==> src/logic/asc_pkg.sv <==
// Shared constants for the converter serial control block
package asc_pkg;

  // Clock and timing
  localparam int CLK_MHZ       = 125;
  localparam int OSC_START_US  = 200;                      // Oscillator start time, microseconds
  localparam int OSC_START_CYC = OSC_START_US * CLK_MHZ;   // Cycles of i_clk for oscillator start

  // Widths
  localparam int CODE_W = 24;
  localparam int CHAN_W = 4;

  // Consecutive ones on the data input that reset the interface
  localparam logic [5:0] RESET_ONES = 6'h28;

  // Transfer lengths in bits
  localparam logic [5:0] LEN_BYTE  = 6'h08;
  localparam logic [5:0] LEN_WORD  = 6'h18;
  localparam logic [5:0] LEN_WSTAT = 6'h20;

  // Register select codes
  localparam logic [2:0] RA_COMMS  = 3'h0;   // Write: communications, read: status
  localparam logic [2:0] RA_MODE   = 3'h1;
  localparam logic [2:0] RA_CONFIG = 3'h2;
  localparam logic [2:0] RA_DATA   = 3'h3;
  localparam logic [2:0] RA_ID     = 3'h4;
  localparam logic [2:0] RA_OFFSET = 3'h6;
  localparam logic [2:0] RA_FULL   = 3'h7;

  // Communications byte fields
  localparam int CB_WEN     = 7;
  localparam int CB_READ    = 6;
  localparam int CB_RS_LSB  = 3;
  localparam int CB_CREAD   = 2;
  localparam logic [7:0] CMD_CREAD_EXIT = 8'h58;

  // Mode register fields
  localparam int MF_OPMODE_LSB = 21;
  localparam int MF_APPEND     = 20;
  localparam logic [2:0] OPMODE_CONT   = 3'h0;
  localparam logic [2:0] OPMODE_SINGLE = 3'h1;
  localparam logic [2:0] OPMODE_PDOWN  = 3'h3;

  // Configuration register fields
  localparam int CF_BURN     = 7;
  localparam int CF_REFERENCE_DETECT_ENABLE   = 6;
  localparam int CF_UNIPOLAR = 3;

  // Status byte fields
  localparam int SB_RDY   = 7;
  localparam int SB_ERR   = 6;
  localparam int SB_MISSING_REFERENCE_FLAG = 5;

  // Reset values
  localparam logic [23:0] MODE_RESET   = 24'h000000;
  localparam logic [23:0] CONFIG_RESET = 24'h000000;
  localparam logic [23:0] OFFSET_RESET = 24'h800000;
  localparam logic [23:0] FULL_RESET   = 24'h500000;

  // Identity byte, value is arbitrary
  localparam logic [7:0] ID_DEFAULT = 8'hA5;

endpackage

==> src/logic/asc_fifo.sv <==
// Parameterised word FIFO with valid/ready on both sides
`timescale 1ns/10ps
module asc_fifo #(
  parameter int WIDTH = 28,
  parameter int DEPTH = 8
) (
  // Clock and reset
  input  logic             i_clk,
  input  logic             i_reset_n,
  // Fill side
  input  logic             i_in_valid,
  output logic             o_in_ready,
  input  logic [WIDTH-1:0] i_in_data,
  // Drain side
  output logic             o_out_valid,
  input  logic             i_out_ready,
  output logic [WIDTH-1:0] o_out_data
);
  localparam int PW = (DEPTH > 1) ? $clog2(DEPTH) : 1;
  localparam int CW = $clog2(DEPTH + 1);
  localparam logic [PW-1:0] LAST = PW'(DEPTH - 1);
  localparam logic [CW-1:0] FULL = CW'(DEPTH);

  typedef struct packed {
    logic [DEPTH-1:0][WIDTH-1:0] mem;
    logic [PW-1:0]               wr_ptr;
    logic [PW-1:0]               rd_ptr;
    logic [CW-1:0]               count;
  } asc_fifo_st_t;

  asc_fifo_st_t s;
  asc_fifo_st_t n;
  logic         push;
  logic         pop;

  // Handshakes from occupancy
  assign o_in_ready  = (s.count != FULL);
  assign o_out_valid = (s.count != '0);
  assign o_out_data  = s.mem[s.rd_ptr];
  assign push        = i_in_valid & o_in_ready;
  assign pop         = o_out_valid & i_out_ready;

  // Pointer and count update, pointers wrap at the depth
  always_comb begin
    n = s;
    if (push) begin
      n.mem[s.wr_ptr] = i_in_data;
      n.wr_ptr        = (s.wr_ptr == LAST) ? '0 : s.wr_ptr + 1'b1;
    end
    if (pop) begin
      n.rd_ptr = (s.rd_ptr == LAST) ? '0 : s.rd_ptr + 1'b1;
    end
    case ({push, pop})
      2'b10:   n.count = s.count + 1'b1;
      2'b01:   n.count = s.count - 1'b1;
      default: n.count = s.count;
    endcase
  end

  // State register
  always_ff @(posedge i_clk or negedge i_reset_n) begin
    if (!i_reset_n) begin
      s <= '0;
    end else begin
      s <= n;
    end
  end

endmodule

==> src/logic/asc_serial_ctrl.sv <==
// Serial control, result coding and reference handling of the converter
//
// Behaviour
// - Reference monitoring only while detect enable set
// - Flag sets below low threshold, clears above high
// - Missing reference forces result to all ones
// - Missing reference blocks calibration update, sets error
// - Polarity bit selects unipolar or bipolar range
// - Unipolar output is straight binary code
// - Bipolar output is offset binary code
// - Burnout source and sink switch together
// - After reset expect a communications write first
// - Communications byte selects direction and target register
// - Write data on input, read data on output
// - Ready low on new word, high after read
// - Respond only with chip select; three-wire allowed
// - Data rereadable until update; continuous read once
// - Chip select assertion presents ready; a read load presents most significant bit
// - Forty ones on input reset interface and registers
// - Single conversion powers up, converts, powers down
// - Allow oscillator start time before single conversion
// - Single mode keeps ready high until next result
// - Append status after data; low bits give channel
// - Continuous read command streams each new word that lands while selected
`timescale 1ns/10ps
module asc_serial_ctrl #(
  parameter int         OSC_START_CYCLES = asc_pkg::OSC_START_CYC,
  parameter int         FIFO_DEPTH       = 8,
  parameter logic [7:0] ID_CODE          = asc_pkg::ID_DEFAULT   // Arbitrary value
) (
  // Clock and reset
  input  logic                       i_clk,
  input  logic                       i_reset_n,
  // Serial pins
  input  logic                       i_sclk,
  input  logic                       i_din,
  input  logic                       i_cs_n,
  output logic                       o_dout,
  output logic                       o_dout_oe,
  // Converter results
  input  logic                       i_conv_valid,
  output logic                       o_conv_ready,
  input  logic [asc_pkg::CODE_W-1:0] i_conv_raw,
  input  logic [asc_pkg::CHAN_W-1:0] i_conv_chan,
  output logic                       o_conv_start,
  output logic                       o_modulator_on,
  // Reference comparators
  input  logic                       i_ref_below_low,
  input  logic                       i_ref_above_high,
  // Calibration results
  input  logic                       i_cal_done,
  input  logic                       i_cal_full,
  input  logic [asc_pkg::CODE_W-1:0] i_cal_coef,
  // Analog front end controls and flags
  output logic                       o_burnout_source_en,
  output logic                       o_burnout_sink_en,
  output logic                       o_unipolar,
  output logic                       o_reference_detect_enable,
  output logic                       o_missing_reference_flag,
  output logic                       o_cal_error,
  output logic [asc_pkg::CODE_W-1:0] o_offset_coef,
  output logic [asc_pkg::CODE_W-1:0] o_full_coef
);
  import asc_pkg::*;

  localparam int WCW = $clog2(OSC_START_CYCLES + 1);
  localparam logic [WCW-1:0] WARM_LAST = WCW'(OSC_START_CYCLES - 1);

  typedef enum logic [1:0] {SP_CMD, SP_WR, SP_RD} asc_sp_t;
  typedef enum logic [1:0] {SC_OFF, SC_WARM, SC_CONV} asc_sc_t;

  typedef struct packed {
    logic sclk_s1;
    logic sclk_s2;
    logic sclk_d;
    logic din_s1;
    logic din_s2;
    logic cs_s1;
    logic cs_s2;
    logic rlo_s1;
    logic rlo_s2;
    logic rhi_s1;
    logic rhi_s2;
  } asc_sync_t;

  typedef struct packed {
    asc_sync_t          sy;
    asc_sp_t            state;
    logic [5:0]         bit_cnt;
    logic [5:0]         rd_len;
    logic [2:0]         target;
    logic [23:0]        shin;
    logic [31:0]        shout;
    logic               armed;
    logic [5:0]         ones;
    logic [23:0]        mode;
    logic [23:0]        cfg;
    logic [23:0]        offset;
    logic [23:0]        full;
    logic [23:0]        data;
    logic [3:0]         chan;
    logic               rdy_n;
    logic               err;
    logic               missing_reference_flag;
    logic               cread;
    logic               data_rd;
    logic               upd_pend;
    logic [27:0]        upd_word;
    asc_sc_t            sc;
    logic [WCW-1:0]     warm;
    logic               conv_start;
    logic               dout;
  } asc_st_t;

  // Power-on values; also restored by the serial reset
  function automatic asc_st_t rst_val();
    asc_st_t r;
    r          = '0;
    r.sy.cs_s1 = 1'b1;
    r.sy.cs_s2 = 1'b1;
    r.mode     = MODE_RESET;
    r.cfg      = CONFIG_RESET;
    r.offset   = OFFSET_RESET;
    r.full     = FULL_RESET;
    r.rdy_n    = 1'b1;
    r.dout     = 1'b1;
    return r;
  endfunction

  // Result coding from a signed fraction of full scale
  function automatic logic [23:0] code_word(input logic [23:0] raw, input logic uni,
                                            input logic nref);
    if (nref) begin
      return '1;
    end else if (!uni) begin
      return {~raw[23], raw[22:0]};
    end else if (raw[23]) begin
      return '0;
    end else if (&raw[22:0]) begin
      return '1;
    end else begin
      return {raw[22:0], 1'b0};
    end
  endfunction

  // Status byte: ready, error, missing reference, channel
  function automatic logic [7:0] status_byte(input asc_st_t t);
    status_byte          = {4'h0, t.chan};
    status_byte[SB_RDY]   = t.rdy_n;
    status_byte[SB_ERR]   = t.err;
    status_byte[SB_MISSING_REFERENCE_FLAG] = t.missing_reference_flag;
  endfunction

  asc_st_t     s;
  asc_st_t     n;
  asc_sync_t   sy_next;
  logic        cs_on;
  logic        rise;
  logic        fall;
  logic [7:0]  cmd_byte;
  logic [23:0] wr_word;
  logic        fifo_valid;
  logic        pop_ok;
  logic [27:0] fifo_word;
  logic [27:0] push_word;
  logic        push;

  // Edge detection on the second synchroniser stage only
  assign cs_on     = ~s.sy.cs_s2;
  assign rise      = cs_on & s.sy.sclk_s2 & ~s.sy.sclk_d;
  assign fall      = cs_on & ~s.sy.sclk_s2 & s.sy.sclk_d;
  assign cmd_byte  = {s.shin[6:0], s.sy.din_s2};
  assign wr_word   = {s.shin[22:0], s.sy.din_s2};
  assign push_word = {i_conv_chan,
                      code_word(i_conv_raw, s.cfg[CF_UNIPOLAR], s.missing_reference_flag)};
  assign push      = i_conv_valid & o_conv_ready;
  // Hold new words back while a data read is in flight, except in continuous read
  assign pop_ok    = fifo_valid & ~s.upd_pend &
                     ~((s.state == SP_RD) & s.data_rd & ~s.cread);

  // Result buffer between converter and data register
  asc_fifo #(
    .WIDTH (28),
    .DEPTH (FIFO_DEPTH)
  ) u_fifo (
    .i_clk       (i_clk),
    .i_reset_n   (i_reset_n),
    .i_in_valid  (i_conv_valid),
    .o_in_ready  (o_conv_ready),
    .i_in_data   (push_word),
    .o_out_valid (fifo_valid),
    .i_out_ready (pop_ok),
    .o_out_data  (fifo_word)
  );

  // Next-state logic
  always_comb begin
    n            = s;
    n.conv_start = 1'b0;
    // Two-stage synchronisers for pins and comparators
    n.sy.sclk_s1 = i_sclk;
    n.sy.sclk_s2 = s.sy.sclk_s1;
    n.sy.sclk_d  = s.sy.sclk_s2;
    n.sy.din_s1  = i_din;
    n.sy.din_s2  = s.sy.din_s1;
    n.sy.cs_s1   = i_cs_n;
    n.sy.cs_s2   = s.sy.cs_s1;
    n.sy.rlo_s1  = i_ref_below_low;
    n.sy.rlo_s2  = s.sy.rlo_s1;
    n.sy.rhi_s1  = i_ref_above_high;
    n.sy.rhi_s2  = s.sy.rhi_s1;
    sy_next      = n.sy;

    // Reference flag with hysteresis, idle while detect is off
    if (!s.cfg[CF_REFERENCE_DETECT_ENABLE]) begin
      n.missing_reference_flag = 1'b0;
    end else if (s.sy.rlo_s2) begin
      n.missing_reference_flag = 1'b1;
    end else if (s.sy.rhi_s2) begin
      n.missing_reference_flag = 1'b0;
    end

    // Calibration result: blocked and flagged without a reference
    if (i_cal_done) begin
      if (s.missing_reference_flag) begin
        n.err = 1'b1;
      end else begin
        n.err = 1'b0;
        if (i_cal_full) begin
          n.full = i_cal_coef;
        end else begin
          n.offset = i_cal_coef;
        end
      end
    end

    // Oscillator warm-up ahead of a single conversion
    if (s.sc == SC_WARM) begin
      n.warm = s.warm + 1'b1;
      if (s.warm == WARM_LAST) begin
        n.sc         = SC_CONV;
        n.conv_start = 1'b1;
      end
    end

    // Serial engine
    if (!cs_on) begin
      n.state   = SP_CMD;
      n.bit_cnt = '0;
      n.armed   = 1'b0;
      n.data_rd = 1'b0;
    end else begin
      if (fall && s.state == SP_RD) begin
        if (s.armed) begin
          n.shout = {s.shout[30:0], 1'b0};
        end
        n.armed = 1'b1;
      end
      if (rise) begin
        n.ones    = s.sy.din_s2 ? s.ones + 1'b1 : '0;
        n.shin    = wr_word;
        n.bit_cnt = s.bit_cnt + 1'b1;
        case (s.state)
          SP_CMD: begin
            if (s.bit_cnt == LEN_BYTE - 6'h01) begin
              n.bit_cnt = '0;
              n.target  = cmd_byte[CB_RS_LSB +: 3];
              if (s.cread) begin
                if (cmd_byte == CMD_CREAD_EXIT) begin
                  n.cread = 1'b0;
                end
              end else if (cmd_byte[CB_WEN]) begin
                n.state = SP_CMD;
              end else if (!cmd_byte[CB_READ]) begin
                n.state = SP_WR;
              end else if (cmd_byte[CB_RS_LSB +: 3] == RA_DATA && cmd_byte[CB_CREAD]) begin
                n.cread = 1'b1;
              end else begin
                n.state = SP_RD;
                n.armed = 1'b0;
                n.rd_len = LEN_WORD;
                n.data_rd = 1'b0;
                case (cmd_byte[CB_RS_LSB +: 3])
                  RA_COMMS:  begin
                    n.shout  = {status_byte(s), 24'h000000};
                    n.rd_len = LEN_BYTE;
                  end
                  RA_MODE:   n.shout = {s.mode, 8'h00};
                  RA_CONFIG: n.shout = {s.cfg, 8'h00};
                  RA_DATA:   begin
                    n.data_rd = 1'b1;
                    n.shout   = {s.data, status_byte(s)};
                    n.rd_len  = s.mode[MF_APPEND] ? LEN_WSTAT : LEN_WORD;
                  end
                  RA_ID:     begin
                    n.shout  = {ID_CODE, 24'h000000};
                    n.rd_len = LEN_BYTE;
                  end
                  RA_OFFSET: n.shout = {s.offset, 8'h00};
                  RA_FULL:   n.shout = {s.full, 8'h00};
                  default:   begin
                    n.shout  = '0;
                    n.rd_len = LEN_BYTE;
                  end
                endcase
              end
            end
          end
          SP_WR: begin
            if (s.bit_cnt == ((s.target == RA_COMMS || s.target == RA_ID) ?
                              LEN_BYTE : LEN_WORD) - 6'h01) begin
              n.state   = SP_CMD;
              n.bit_cnt = '0;
              case (s.target)
                RA_MODE: begin
                  n.mode = wr_word;
                  if (wr_word[MF_OPMODE_LSB +: 3] == OPMODE_SINGLE) begin
                    n.sc   = SC_WARM;
                    n.warm = '0;
                  end else begin
                    n.sc = SC_OFF;
                  end
                end
                RA_CONFIG: n.cfg    = wr_word;
                RA_OFFSET: n.offset = wr_word;
                RA_FULL:   n.full   = wr_word;
                default:   n.state  = SP_CMD;
              endcase
            end
          end
          SP_RD: begin
            if (s.bit_cnt == s.rd_len - 6'h01) begin
              n.state   = SP_CMD;
              n.bit_cnt = '0;
              if (s.data_rd) begin
                n.rdy_n   = 1'b1;
                n.data_rd = 1'b0;
              end
            end
          end
          default: n.state = SP_CMD;
        endcase
      end
    end

    // Data register update: ready rises one cycle before the new word lands
    if (pop_ok) begin
      n.upd_pend = 1'b1;
      n.upd_word = fifo_word;
      n.rdy_n    = 1'b1;
    end
    if (s.upd_pend) begin
      n.upd_pend = 1'b0;
      n.data     = s.upd_word[23:0];
      n.chan     = s.upd_word[27:24];
      n.rdy_n    = 1'b0;
      if (s.sc == SC_CONV) begin
        n.sc                          = SC_OFF;
        n.mode[MF_OPMODE_LSB +: 3]    = OPMODE_PDOWN;
      end
      // Stream only while selected, so a deselected engine stays in command wait
      if (s.cread && cs_on) begin
        n.state   = SP_RD;
        n.bit_cnt = '0;
        n.armed   = 1'b0;
        n.data_rd = 1'b1;
        n.shout   = {s.upd_word[23:0], status_byte(n)};
        n.rd_len  = s.mode[MF_APPEND] ? LEN_WSTAT : LEN_WORD;
      end
    end

    // Forty ones on the data input: back to power-on state
    if (rise && s.sy.din_s2 && s.ones == RESET_ONES - 6'h01) begin
      n    = rst_val();
      n.sy = sy_next;
    end

    // Output pin: shifted data during a read, otherwise ready
    n.dout = (n.state == SP_RD) ? n.shout[31] : n.rdy_n;
  end

  // State register
  always_ff @(posedge i_clk or negedge i_reset_n) begin
    if (!i_reset_n) begin
      s <= rst_val();
    end else begin
      s <= n;
    end
  end

  // Output drive
  assign o_dout                    = s.dout;
  assign o_dout_oe                 = cs_on;
  assign o_conv_start              = s.conv_start;
  assign o_modulator_on            = (s.mode[MF_OPMODE_LSB +: 3] == OPMODE_CONT) ||
                                     (s.sc != SC_OFF);
  assign o_burnout_source_en       = s.cfg[CF_BURN];
  assign o_burnout_sink_en         = s.cfg[CF_BURN];
  assign o_unipolar                = s.cfg[CF_UNIPOLAR];
  assign o_reference_detect_enable = s.cfg[CF_REFERENCE_DETECT_ENABLE];
  assign o_missing_reference_flag  = s.missing_reference_flag;
  assign o_cal_error               = s.err;
  assign o_offset_coef             = s.offset;
  assign o_full_coef               = s.full;
endmodule

==> config.mk <==
export PLATFORM = sky130hd
export DESIGN_NAME = asc_serial_ctrl
export DESIGN_NICKNAME = d
export VERILOG_FILES = /design/src/logic/asc_pkg.sv /design/src/logic/asc_fifo.sv /design/src/logic/asc_serial_ctrl.sv
export SDC_FILE = /design/constraint.sdc
export NUM_CORES = 1
export LEC_CHECK = 0
export BUFFER_PORTS_ARGS = -buffer_cell sky130_fd_sc_hd__buf_2
export CAP_MARGIN = 20
export CORE_ASPECT_RATIO = 1.4
export CORE_UTILIZATION = 60
export CTS_CLUSTER_DIAMETER = 120
export DETAILED_ROUTE_END_ITERATION = 10
export PLACE_DENSITY = 0.78
export SETUP_SLACK_MARGIN = 0.15
export SYNTH_ARGS = -nofsm -noshare
export SYNTH_HDL_FRONTEND = slang
export SYNTH_SLANG_ARGS = --single-unit
==> constraint.sdc <==
create_clock -name i_clk -period 4.9 [get_ports i_clk]
set_input_delay 0.245 -clock i_clk [delete_from_list [all_inputs] [get_ports i_clk]]
set_output_delay 0.245 -clock i_clk [all_outputs]
set_load 0.005 [all_outputs]
Word level (Yosys, flattened, before mapping)
Cells that the tools add are included.

operators by class
  add/sub/neg operators = 9
  multipliers = 0
  div/mod/pow operators = 0
  $lt $le $gt $ge = 3
  equality and inequality tests = 29
  shift-type cells = 0
  multiplexer cells = 109
  bitwise operators = 17
  reduce and logical (&&, ||, !) cells = 31

operators by type and width
  kind                                         number
  33-bit two-way mux                           9
  257-bit two-way mux                          1
  24-bit two-way mux                           10
  224-bit bitwise mux                          1
  32-bit case mux with 7 select lines          1
  96-bit two-way mux                           2
  176-bit two-way mux                          1
  102-bit two-way mux                          1
  17-bit two-way mux                           6
  48-bit two-way mux                           2
  28-bit binary-select mux with 3-bit select   1
  28-bit demux with 3-bit select               1
  65-bit two-way mux                           1
  29-bit two-way mux                           2
  28-bit two-way mux                           2
  6-bit two-way mux                            6
  2-bit two-way mux                            17
  32-bit two-way mux                           1
  14-bit two-way mux                           2
  1-bit two-way mux                            26
  3-bit equality test (second input constant)  8
  8-bit two-way mux                            3
  23-bit AND reduction                         1
  2-bit nonzero test                           11
  42 further kinds                             82

word-level totals
  flip-flop bits (word level) = 501
  latch bits = 0
  RAM bits = 0
  bits in read-only memories = 0
  input port bits = 62
  output and inout bits = 59
  memories kept = 0

Logic depth before layout (Yosys ltp)
Gate-level depths: netlist of run 1.

  depth after elaboration = 20
  mapped depth = 11
  mapped depth without buffers = 10

Modules after synthesis
Synthesis of run 1 repeated with hierarchy kept, for this count alone.

unflattened totals
  cells, all modules = 2138
  area, all modules = 25147.9 um^2

by module, submodules not included
  module           times used  cells an instance  area an instance (um^2)  sequential area each (um^2)
  asc_serial_ctrl  1           1503               14347.5                  6690.2
  asc_fifo         1           635                10800.4                  5855.6

Worst setup path before layout of run 1
No wires, ideal clock.

  path type = register to register
  start = reg s[256] (netlist name)
  end = reg u_fifo.s[3] (netlist name)
  arrival time = 2.784 ns
  required time = 4.775 ns
  path slack = 1.991 ns
  cell stages (with the launch flop) = 12
  path buffers = 2
  period minus slack after synthesis = 2.909 ns
  cells stage by stage = dfrtp_1 -> clkbuf_1 -> nor2b_1 -> a311oi_1 -> clkbuf_1 -> ha_1 -> ha_1 -> a21o_1 -> a21oi_1 -> xnor2_1 -> nor2_1 -> xor2_1

on the way
  cells in the longest elaborated chain, start to end = 8

RTL lines
  item                                                                                          line                    source
  start, declared                                                                               asc_serial_ctrl.sv:154  asc_st_t s;
  start signal, assigned                                                                        asc_serial_ctrl.sv:385  s <= rst_val();
  start signal, assigned                                                                        asc_serial_ctrl.sv:387  s <= n;
  2-bit equality test *                                                                         asc_serial_ctrl.sv:179  ~((s.state == SP_RD) & s.data_rd & ~s.cread);
  1-bit AND * (2 in a row)                                                                      asc_serial_ctrl.sv:179
  1-bit NOT *                                                                                   asc_serial_ctrl.sv:179
  1-bit AND *                                                                                   asc_serial_ctrl.sv:178  assign pop_ok = fifo_valid & ~s.upd_pend &
  1-bit AND *                                                                                   asc_fifo.sv:41          assign pop = o_out_valid & i_out_ready;
  named net u_fifo.pop                                                                          asc_fifo.sv:34          logic pop;
  2-bit by 1-bit equality test with 1-bit output / 2-bit equality test (equally long branches)  asc_fifo.sv:53          case ({push, pop})
  4-bit case mux with 2 select lines / 2-bit nonzero test (equally long branches)               -
  end signal, assigned                                                                          asc_fifo.sv:65          s <= n;
  end, declared                                                                                 asc_fifo.sv:31          asc_fifo_st_t s;

Mark *: on every way through the listed nets, which the timed path passes. The rest lies on a longest branch.
A chain may end at the register's enable or synchronous reset.

==> flow_metrics.env, run 1 <==
export IMPL_post_cts_resized=0
export IMPL_status="finished clean"
export IMPL_yosys_warnings=0
export IMPL_fin_worst_skew_ps=12.3
export IMPL_routed_wl_mm=59.1
export IMPL_postCtsHoldBufs=7
export IMPL_slew_violations=0
export IMPL_power_leakage_nw=12.0
export IMPL_via_per_inst=6.37
export IMPL_netlist_area_mm2=0.0242
export IMPL_finalCritPeriodShare=0.683
export IMPL_antenna_found_initial=0
export IMPL_rsz0062_at_grt="no"
export IMPL_grt_total_usage=0.299
export IMPL_ant_nets=0
export IMPL_peakVddDrop_mv=0.369
export IMPL_port_buffers=120
export IMPL_hpwl_mm=37.5
export IMPL_setup_tns_final_ps=0
export IMPL_critPathRequiredTime_ps=5370
export IMPL_grt_pass1_wl_mm=97.1
export IMPL_cts_setup_buffers=0
export IMPL_synth_seq_cells=501
export IMPL_timing_fmax_mhz=299
export IMPL_clk_pin_slew_ps=60
export IMPL_drive_gt1_frac=0.162
export IMPL_crit_path_max_fanout=24
export IMPL_hold_ws_ps=22.9
export IMPL_nNetsFinal=2366
export IMPL_synth_area_top_cells="dfrtp_1, mux2i_1, mux4_2, o21ai_0, nand2_1"
export IMPL_fp_dieArea_mm2=0.0412
export IMPL_critPathLaunchType="flip-flop"
export IMPL_total_power_w=0.0144
export IMPL_clockBufferDepth=3
export IMPL_pre_cts_slack_ps=1600
export IMPL_start_util=0.611
export IMPL_synth_largest_area_cell="dfrtp_1"
export IMPL_tightest_slew_ps=1180
export IMPL_area_growth_syn_to_layout_pct=9.09
export IMPL_fin_util=0.667
export IMPL_drt_iter0_drc=1456
export IMPL_synth_cells=2308
export IMPL_hold_viol=0
export IMPL_synth_common_cells="dfrtp_1, nand2_1, nor2_1"
export IMPL_htreeDepth=2
export IMPL_core_mm2=0.0396
export IMPL_criticalPathCategory="reg -> reg"
export IMPL_cts_sinks=501
export IMPL_finalSetupViolCount=0
export IMPL_synth_seq_area_share=0.518
export IMPL_timing_hold_worst_class="in -> reg"
export IMPL_cp_end_kind="flip-flop"
export IMPL_wl_per_cell_um=20.7
export IMPL_cts_root_buf="clkbuf_16"
export IMPL_async_flop_share=1.00
export IMPL_finalWorstSetupSlack_ps=1550
export IMPL_drc=0
export IMPL_clkLatencyLatePin_ps=570
export IMPL_overflow=0
export IMPL_power_density_mw_per_mm2=544
export IMPL_vias=18200
export IMPL_antenna_cells=0
export IMPL_cts_tree="built"
export IMPL_period_minus_slack_ps=3350
export IMPL_grt_max_degree=138
export IMPL_routabilityCongestion=0.884
export IMPL_synth_edf_count=0
export IMPL_die_x_um=172
export IMPL_dr_pass1_iters=7
export IMPL_maxCapViolations=0
export IMPL_ioPinCount=121
export IMPL_rows=86
export IMPL_grt_pass1_vias=18200
export IMPL_syn_nets=2382
export IMPL_synth_avg_cell_area_um2=10.5
export IMPL_crit_arrival_ps=3820
export IMPL_nFillCells=3031
export IMPL_cts_buffers=48
export IMPL_ys_flop_type="dfrtp_1"
export IMPL_ys_types=73
export IMPL_relSlewSlack=0.208
export IMPL_yosys_area_top_type_share=0.511
export IMPL_yosysMostFrequentCell="dfrtp_1"
export IMPL_die_y_um=240
-- where the power goes --
group | internal, W | switching, W | total [W]
Clock | 0.00213 | 0.00156 | 0.00369
Sequential | 0.00544 | 0.00105 | 0.00649
Combinational | 0.00208 | 0.00210 | 0.00418
Total | 0.00965 | 0.00471 | 0.0144
-- placed cells by master, fill, tap and decap left out, drive strengths merged, types with 9 or more instances in the layout --
cell and count:
nor3 18, clkbuf 75, and3 14, nor2 273, a22o 33, mux4 57
xnor2 9, xor2 20, nand4 16, ha 11, mux2 53, buf 157
a22oi 17, nand2 275, nor2b 10, a211oi 78, a21oi 116, nand3 18
o221ai 22, a221oi 24, dfrtp 494, o2bb2ai 11, inv 21, o21ai 215
mux2i 161
-- area by class of cell --
class,instances,area (um^2),share of cell area
Clock buffer,75,1450,0.0551
Clock inverter,10,103,0.00389
Inverter,22,82.6,0.00313
Multi-Input combinational cell,1555,10500,0.398
Sequential cell,501,12600,0.475
Tap cell,528,661,0.0250
Timing Repair Buffer,164,1030,0.0391
-- worst max-delay path, cell delays in order (launching register included) --
cell       delay, ps
dfrtp_1          440
ha_1             240
nand4bb_2        250
nor3_1           470
nand4_1          930
nor2_1           420
o221ai_1         220
mux2i_1          270
-- sequential cells by signal (all words and copies together), names as in the netlist --
name / cells
o_dout: 1
s: 204
o_offset_coef: 24
o_unipolar: 1
o_missing_reference_flag: 1
u_fifo.s: 234
o_full_coef: 24
cmd_byte: 8
o_cal_error: 1
o_conv_start: 1
o_reference_detect_enable: 1
o_burnout_sink_en: 1
-- per-stage QoR --
stage / area [um^2] / std cells
floorplan: 24200 / 2308
global placement: 24700 / 2760
detailed placement: 24700 / 2761
CTS: 26400 / 2853
global route: 26400 / 2855
finish: 26400 / 2855
-- path summary, 6_finish.rpt --
| kind | start | endpoint | slack, ps | cells after the start |
|---|---|---|---|---|
| setup / recovery | s[249] | o_dout | 1550 | 7 |
| hold / removal | i_cal_coef[23] | o_full_coef[23] | 20 | 3 |
| setup reg to reg | s[249] | o_dout | 1550 | 7 |
| hold reg to reg | s[267] | s[266] | 340 | 0 |
| max in group asynchronous | i_reset_n | cmd_byte[0] | 3270 | 3 |
| min in group asynchronous | i_reset_n | s[224] | 280 | 2 |
-- kinds of logic after synthesis --
logic type | count (synthesis) | share of synthesized area
mux | 271 | 0.144
fa+ha+maj | 12 | 0.00651
buf+inv | 252 | 0.0502
simple gates | 678 | 0.122
xor+xnor | 29 | 0.0105
flops | 501 | 0.518
compound gates | 565 | 0.148
-- routing by layer --
layer	track usage	vias to the layer above	wire length (um)
li1	-	8169	-
met1	0.396	9175	24300
met2	0.498	706	29100
met3	0.0430	126	3860
met4	0.110	0	1900
met5	0	-	0
Note: power is estimated with default switching activity, not from simulation.
==> run 2: changes to the inputs <==
--- a/config.mk
+++ b/config.mk
@@ -5,13 +5,14 @@
 export SDC_FILE = /design/constraint.sdc
 export NUM_CORES = 1
 export LEC_CHECK = 0
+export ABC_AREA = 1
 export BUFFER_PORTS_ARGS = -buffer_cell sky130_fd_sc_hd__buf_2
 export CAP_MARGIN = 20
 export CORE_ASPECT_RATIO = 1.4
-export CORE_UTILIZATION = 60
+export CORE_UTILIZATION = 56
 export CTS_CLUSTER_DIAMETER = 120
 export DETAILED_ROUTE_END_ITERATION = 10
-export PLACE_DENSITY = 0.78
+export PLACE_DENSITY = 0.77
 export SETUP_SLACK_MARGIN = 0.15
 export SYNTH_ARGS = -nofsm -noshare
 export SYNTH_HDL_FRONTEND = slang
==> constraint.sdc (replaced) <==
create_clock -name i_clk -period 3.05 [get_ports i_clk]
set_input_delay 0.1525 -clock i_clk [delete_from_list [all_inputs] [get_ports i_clk]]
set_output_delay 0.1525 -clock i_clk [all_outputs]
set_load 0.005 [all_outputs]
==> run 2 against run 1 <==
  * The run now ends with DRC left
  * Clock power up 68%
  * Highest routed layer unchanged
  * Critical path depth up 6
  * Sequential power up 51%
==> flow_metrics.env, run 2 <==
export IMPL_crit_arrival_ps=3120
export IMPL_drt_iter0_drc=2395
export IMPL_slew_violations=0
export IMPL_nNetsFinal=3202
export IMPL_cts_tree="built"
export IMPL_grt_total_usage=0.319
export IMPL_dr_wl_met3_mm=5.52
export IMPL_fp_dieArea_mm2=0.0452
export IMPL_nFillCells=3677
export IMPL_top_layer_used="met4"
export IMPL_multi_input_area_mm2=0.00995
export IMPL_top_regs="u_fifo.s x234, s x204"
export IMPL_syn_nets=3177
export IMPL_hold_ws_ps=28.2
export IMPL_routed_wl_mm=71.3
export IMPL_crit_path_start="s[249]"
export IMPL_die_x_um=180
export IMPL_hpwl_mm=47.7
export IMPL_finalSetupViolCount=0
export IMPL_power_leakage_nw=13.1
export IMPL_yosys_warnings=0
export IMPL_synth_largest_area_cell="dfrtp_1"
export IMPL_yosysMostFrequentCell="nand2_1"
export IMPL_cts_root_buf="clkbuf_16"
export IMPL_drc=21
export IMPL_status="complete, but fails checks"
export IMPL_via_per_inst=6.00
export IMPL_crit_end="s[209]"
export IMPL_rows=90
export IMPL_largest_register_ffs=234
export IMPL_die_y_um=251
export IMPL_total_power_w=0.0236
export IMPL_fin_worst_skew_ps=20.3
export IMPL_grt_pass1_vias=21500
export IMPL_critPathLaunchType="flip-flop"
export IMPL_synth_edf_count=0
export IMPL_crit_slowest_cell="dfrtp_1"
export IMPL_dr_pass1_iters=11
export IMPL_finalCritPeriodShare=0.856
export IMPL_power_density_mw_per_mm2=858
export IMPL_peakVddDrop_mv=0.560
export IMPL_clkLatencyLatePin_ps=590
export IMPL_start_util=0.572
export IMPL_drive_gt1_frac=0.103
export IMPL_worst_path_most_repeated_cell="nand2_1"
export IMPL_htreeDepth=2
export IMPL_ys_types=54
export IMPL_period_minus_slack_ps=2610
export IMPL_crit_path_max_fanout=17
export IMPL_synth_common_cells="nand2_1, dfrtp_1, o21ai_0"
export IMPL_reg2reg_depth=13
export IMPL_synth_cells=3103
export IMPL_routabilityCongestion=0.966
export IMPL_yosys_area_top_type_share=0.498
export IMPL_core_mm2=0.0434
export IMPL_cpPeakStageDelay_ps=440
export IMPL_ys_flop_type="dfrtp_1"
export IMPL_netlist_area_mm2=0.0248
export IMPL_timing_fmax_mhz=383
export IMPL_setup_tns_final_ps=0
export IMPL_wl_per_cell_um=19.2
export IMPL_synth_avg_cell_area_um2=8.00
export IMPL_post_cts_resized=0
export IMPL_async_flop_share=1.00
export IMPL_timing_hold_worst_class="in -> reg"
export IMPL_rsz0062_at_grt="no"
export IMPL_wl_met1_mm=27.7
export IMPL_ant_nets=0
export IMPL_final_area_mm2=0.0274
export IMPL_synth_seq_cells=501
export IMPL_clk_pin_slew_ps=60
export IMPL_critPathRequiredTime_ps=3560
export IMPL_violations="DRC"
export IMPL_hold_depth=5
export IMPL_largest_register="u_fifo.s"
export IMPL_cts_buffers=48
export IMPL_antenna_cells=0
export IMPL_final_cell_mix="nand2_1, dfrtp_1, o21ai_0, inv_1, a21oi_1"
export IMPL_criticalPathCategory="reg -> reg"
export IMPL_r2r_start="s[249]"
export IMPL_clockBufferDepth=3
export IMPL_area_growth_syn_to_layout_pct=10.6
export IMPL_maxCapViolations=0
export IMPL_grt_pass1_wl_mm=115
export IMPL_antenna_found_initial=0
export IMPL_cts_sinks=501
export IMPL_pre_cts_slack_ps=498
export IMPL_grt_max_degree=104
export IMPL_relSlewSlack=0.335
export IMPL_place_area_mm2=0.0257
export IMPL_regArea_mm2=0.0125
export IMPL_finalWorstSetupSlack_ps=440
export IMPL_rr_endpoint="s[209]"
export IMPL_port_buffers=120
export IMPL_final_common_cell="nand2_1"
export IMPL_synth_seq_area_share=0.506
export IMPL_tightest_slew_ps=998
export IMPL_cp_end_kind="flip-flop"
export IMPL_synth_area_top_cells="dfrtp_1, nand2_1, o21ai_0, inv_1, a21oi_1"
export IMPL_wl_met2_mm=35.0
export IMPL_crit_chain="ha_1 > nand2_1 > inv_2 > nand2_2 > nor2_4 > nand3_1 > nor3_2 > nand2_2 > inv_2 > o21ai_0 > o211ai_1 > nand2_1 > nand2_1"
export IMPL_vias=22300
export IMPL_r2r_slack_ps=440
export IMPL_ioPinCount=121
export IMPL_hold_viol=0
export IMPL_overflow=0
## run 2: changes by cell type in the layout (fill, tap and decap cells not counted), sizes merged, moves of 38 or more
cell    before  now
nand2      275  864
inv         21  324
o21ai      215  472
nor2       273  122
mux2i      161   13
nand3       18  111
a21oi      116  193
a211oi      78    5
mux4        57    0
mux2        53   10
buf        157  195
## run 2: critical path, delay by kind of cell, from the launching register on
kind / cells / cell delay (ps)
flops: 1 / 440
simple gates: 8 / 1210
compound gates: 2 / 290
fa+ha+maj: 1 / 200
buf+inv: 2 / 400
## run 2: report_power, final
| group | total, W | internal, W | switching [W] |
|---|---|---|---|
| Clock | 0.00621 | 0.00361 | 0.00259 |
| Sequential | 0.00980 | 0.00873 | 0.00107 |
| Combinational | 0.00755 | 0.00252 | 0.00503 |
## run 2: layer usage
metal  up-vias  GRT usage
met5         -          0
met4         0      0.151
met3       210     0.0464
met2      1130      0.538
met1     10800      0.405
li1      10200          -
## run 2: area by class of cell
cell class | count | share of cell area
Sequential cell | 501 | 0.457
Multi-Input combinational cell | 2043 | 0.362
Clock buffer | 75 | 0.0530
Timing Repair Buffer | 208 | 0.0511
Inverter | 326 | 0.0446
Tap cell | 552 | 0.0252
Clock inverter | 14 | 0.00656
## run 2: cell families after synthesis
| logic type | Yosys count | share of synthesized area |
|---|---|---|
| adder cells (fa/ha/maj) | 12 | 0.00635 |
| flip-flops | 501 | 0.506 |
| buffers and inverters | 559 | 0.0957 |
| AO/OA/AOI/OAI | 841 | 0.189 |
| XOR/XNOR | 23 | 0.00812 |
| multiplexers | 23 | 0.00978 |
| AND/OR/NAND/NOR | 1144 | 0.186 |
## run 2: worst min path at each step
stage	startpoint	endpoint	slack, ps
global placement	i_reset_n	s[248]	230
global route	i_conv_valid	u_fifo.s[8]	50
CTS	i_cal_coef[19]	o_full_coef[19]	9
floorplan	i_reset_n	cmd_byte[0]	-140
finish	i_cal_coef[19]	o_full_coef[19]	30
detailed placement	i_reset_n	s[248]	240
## run 2: what timing repair did
action / CTS / global route
setup buffers: 0 / 0
hold buffers: 13 / 0
endpoints found under the hold margin: 119 / 0
## run 2: metrics by stage
step	instances	utilization
CTS	3719	0.633
global placement	3617	0.592
global route	3719	0.633
floorplan	3103	-
finish	3719	0.633
detailed placement	3617	0.592
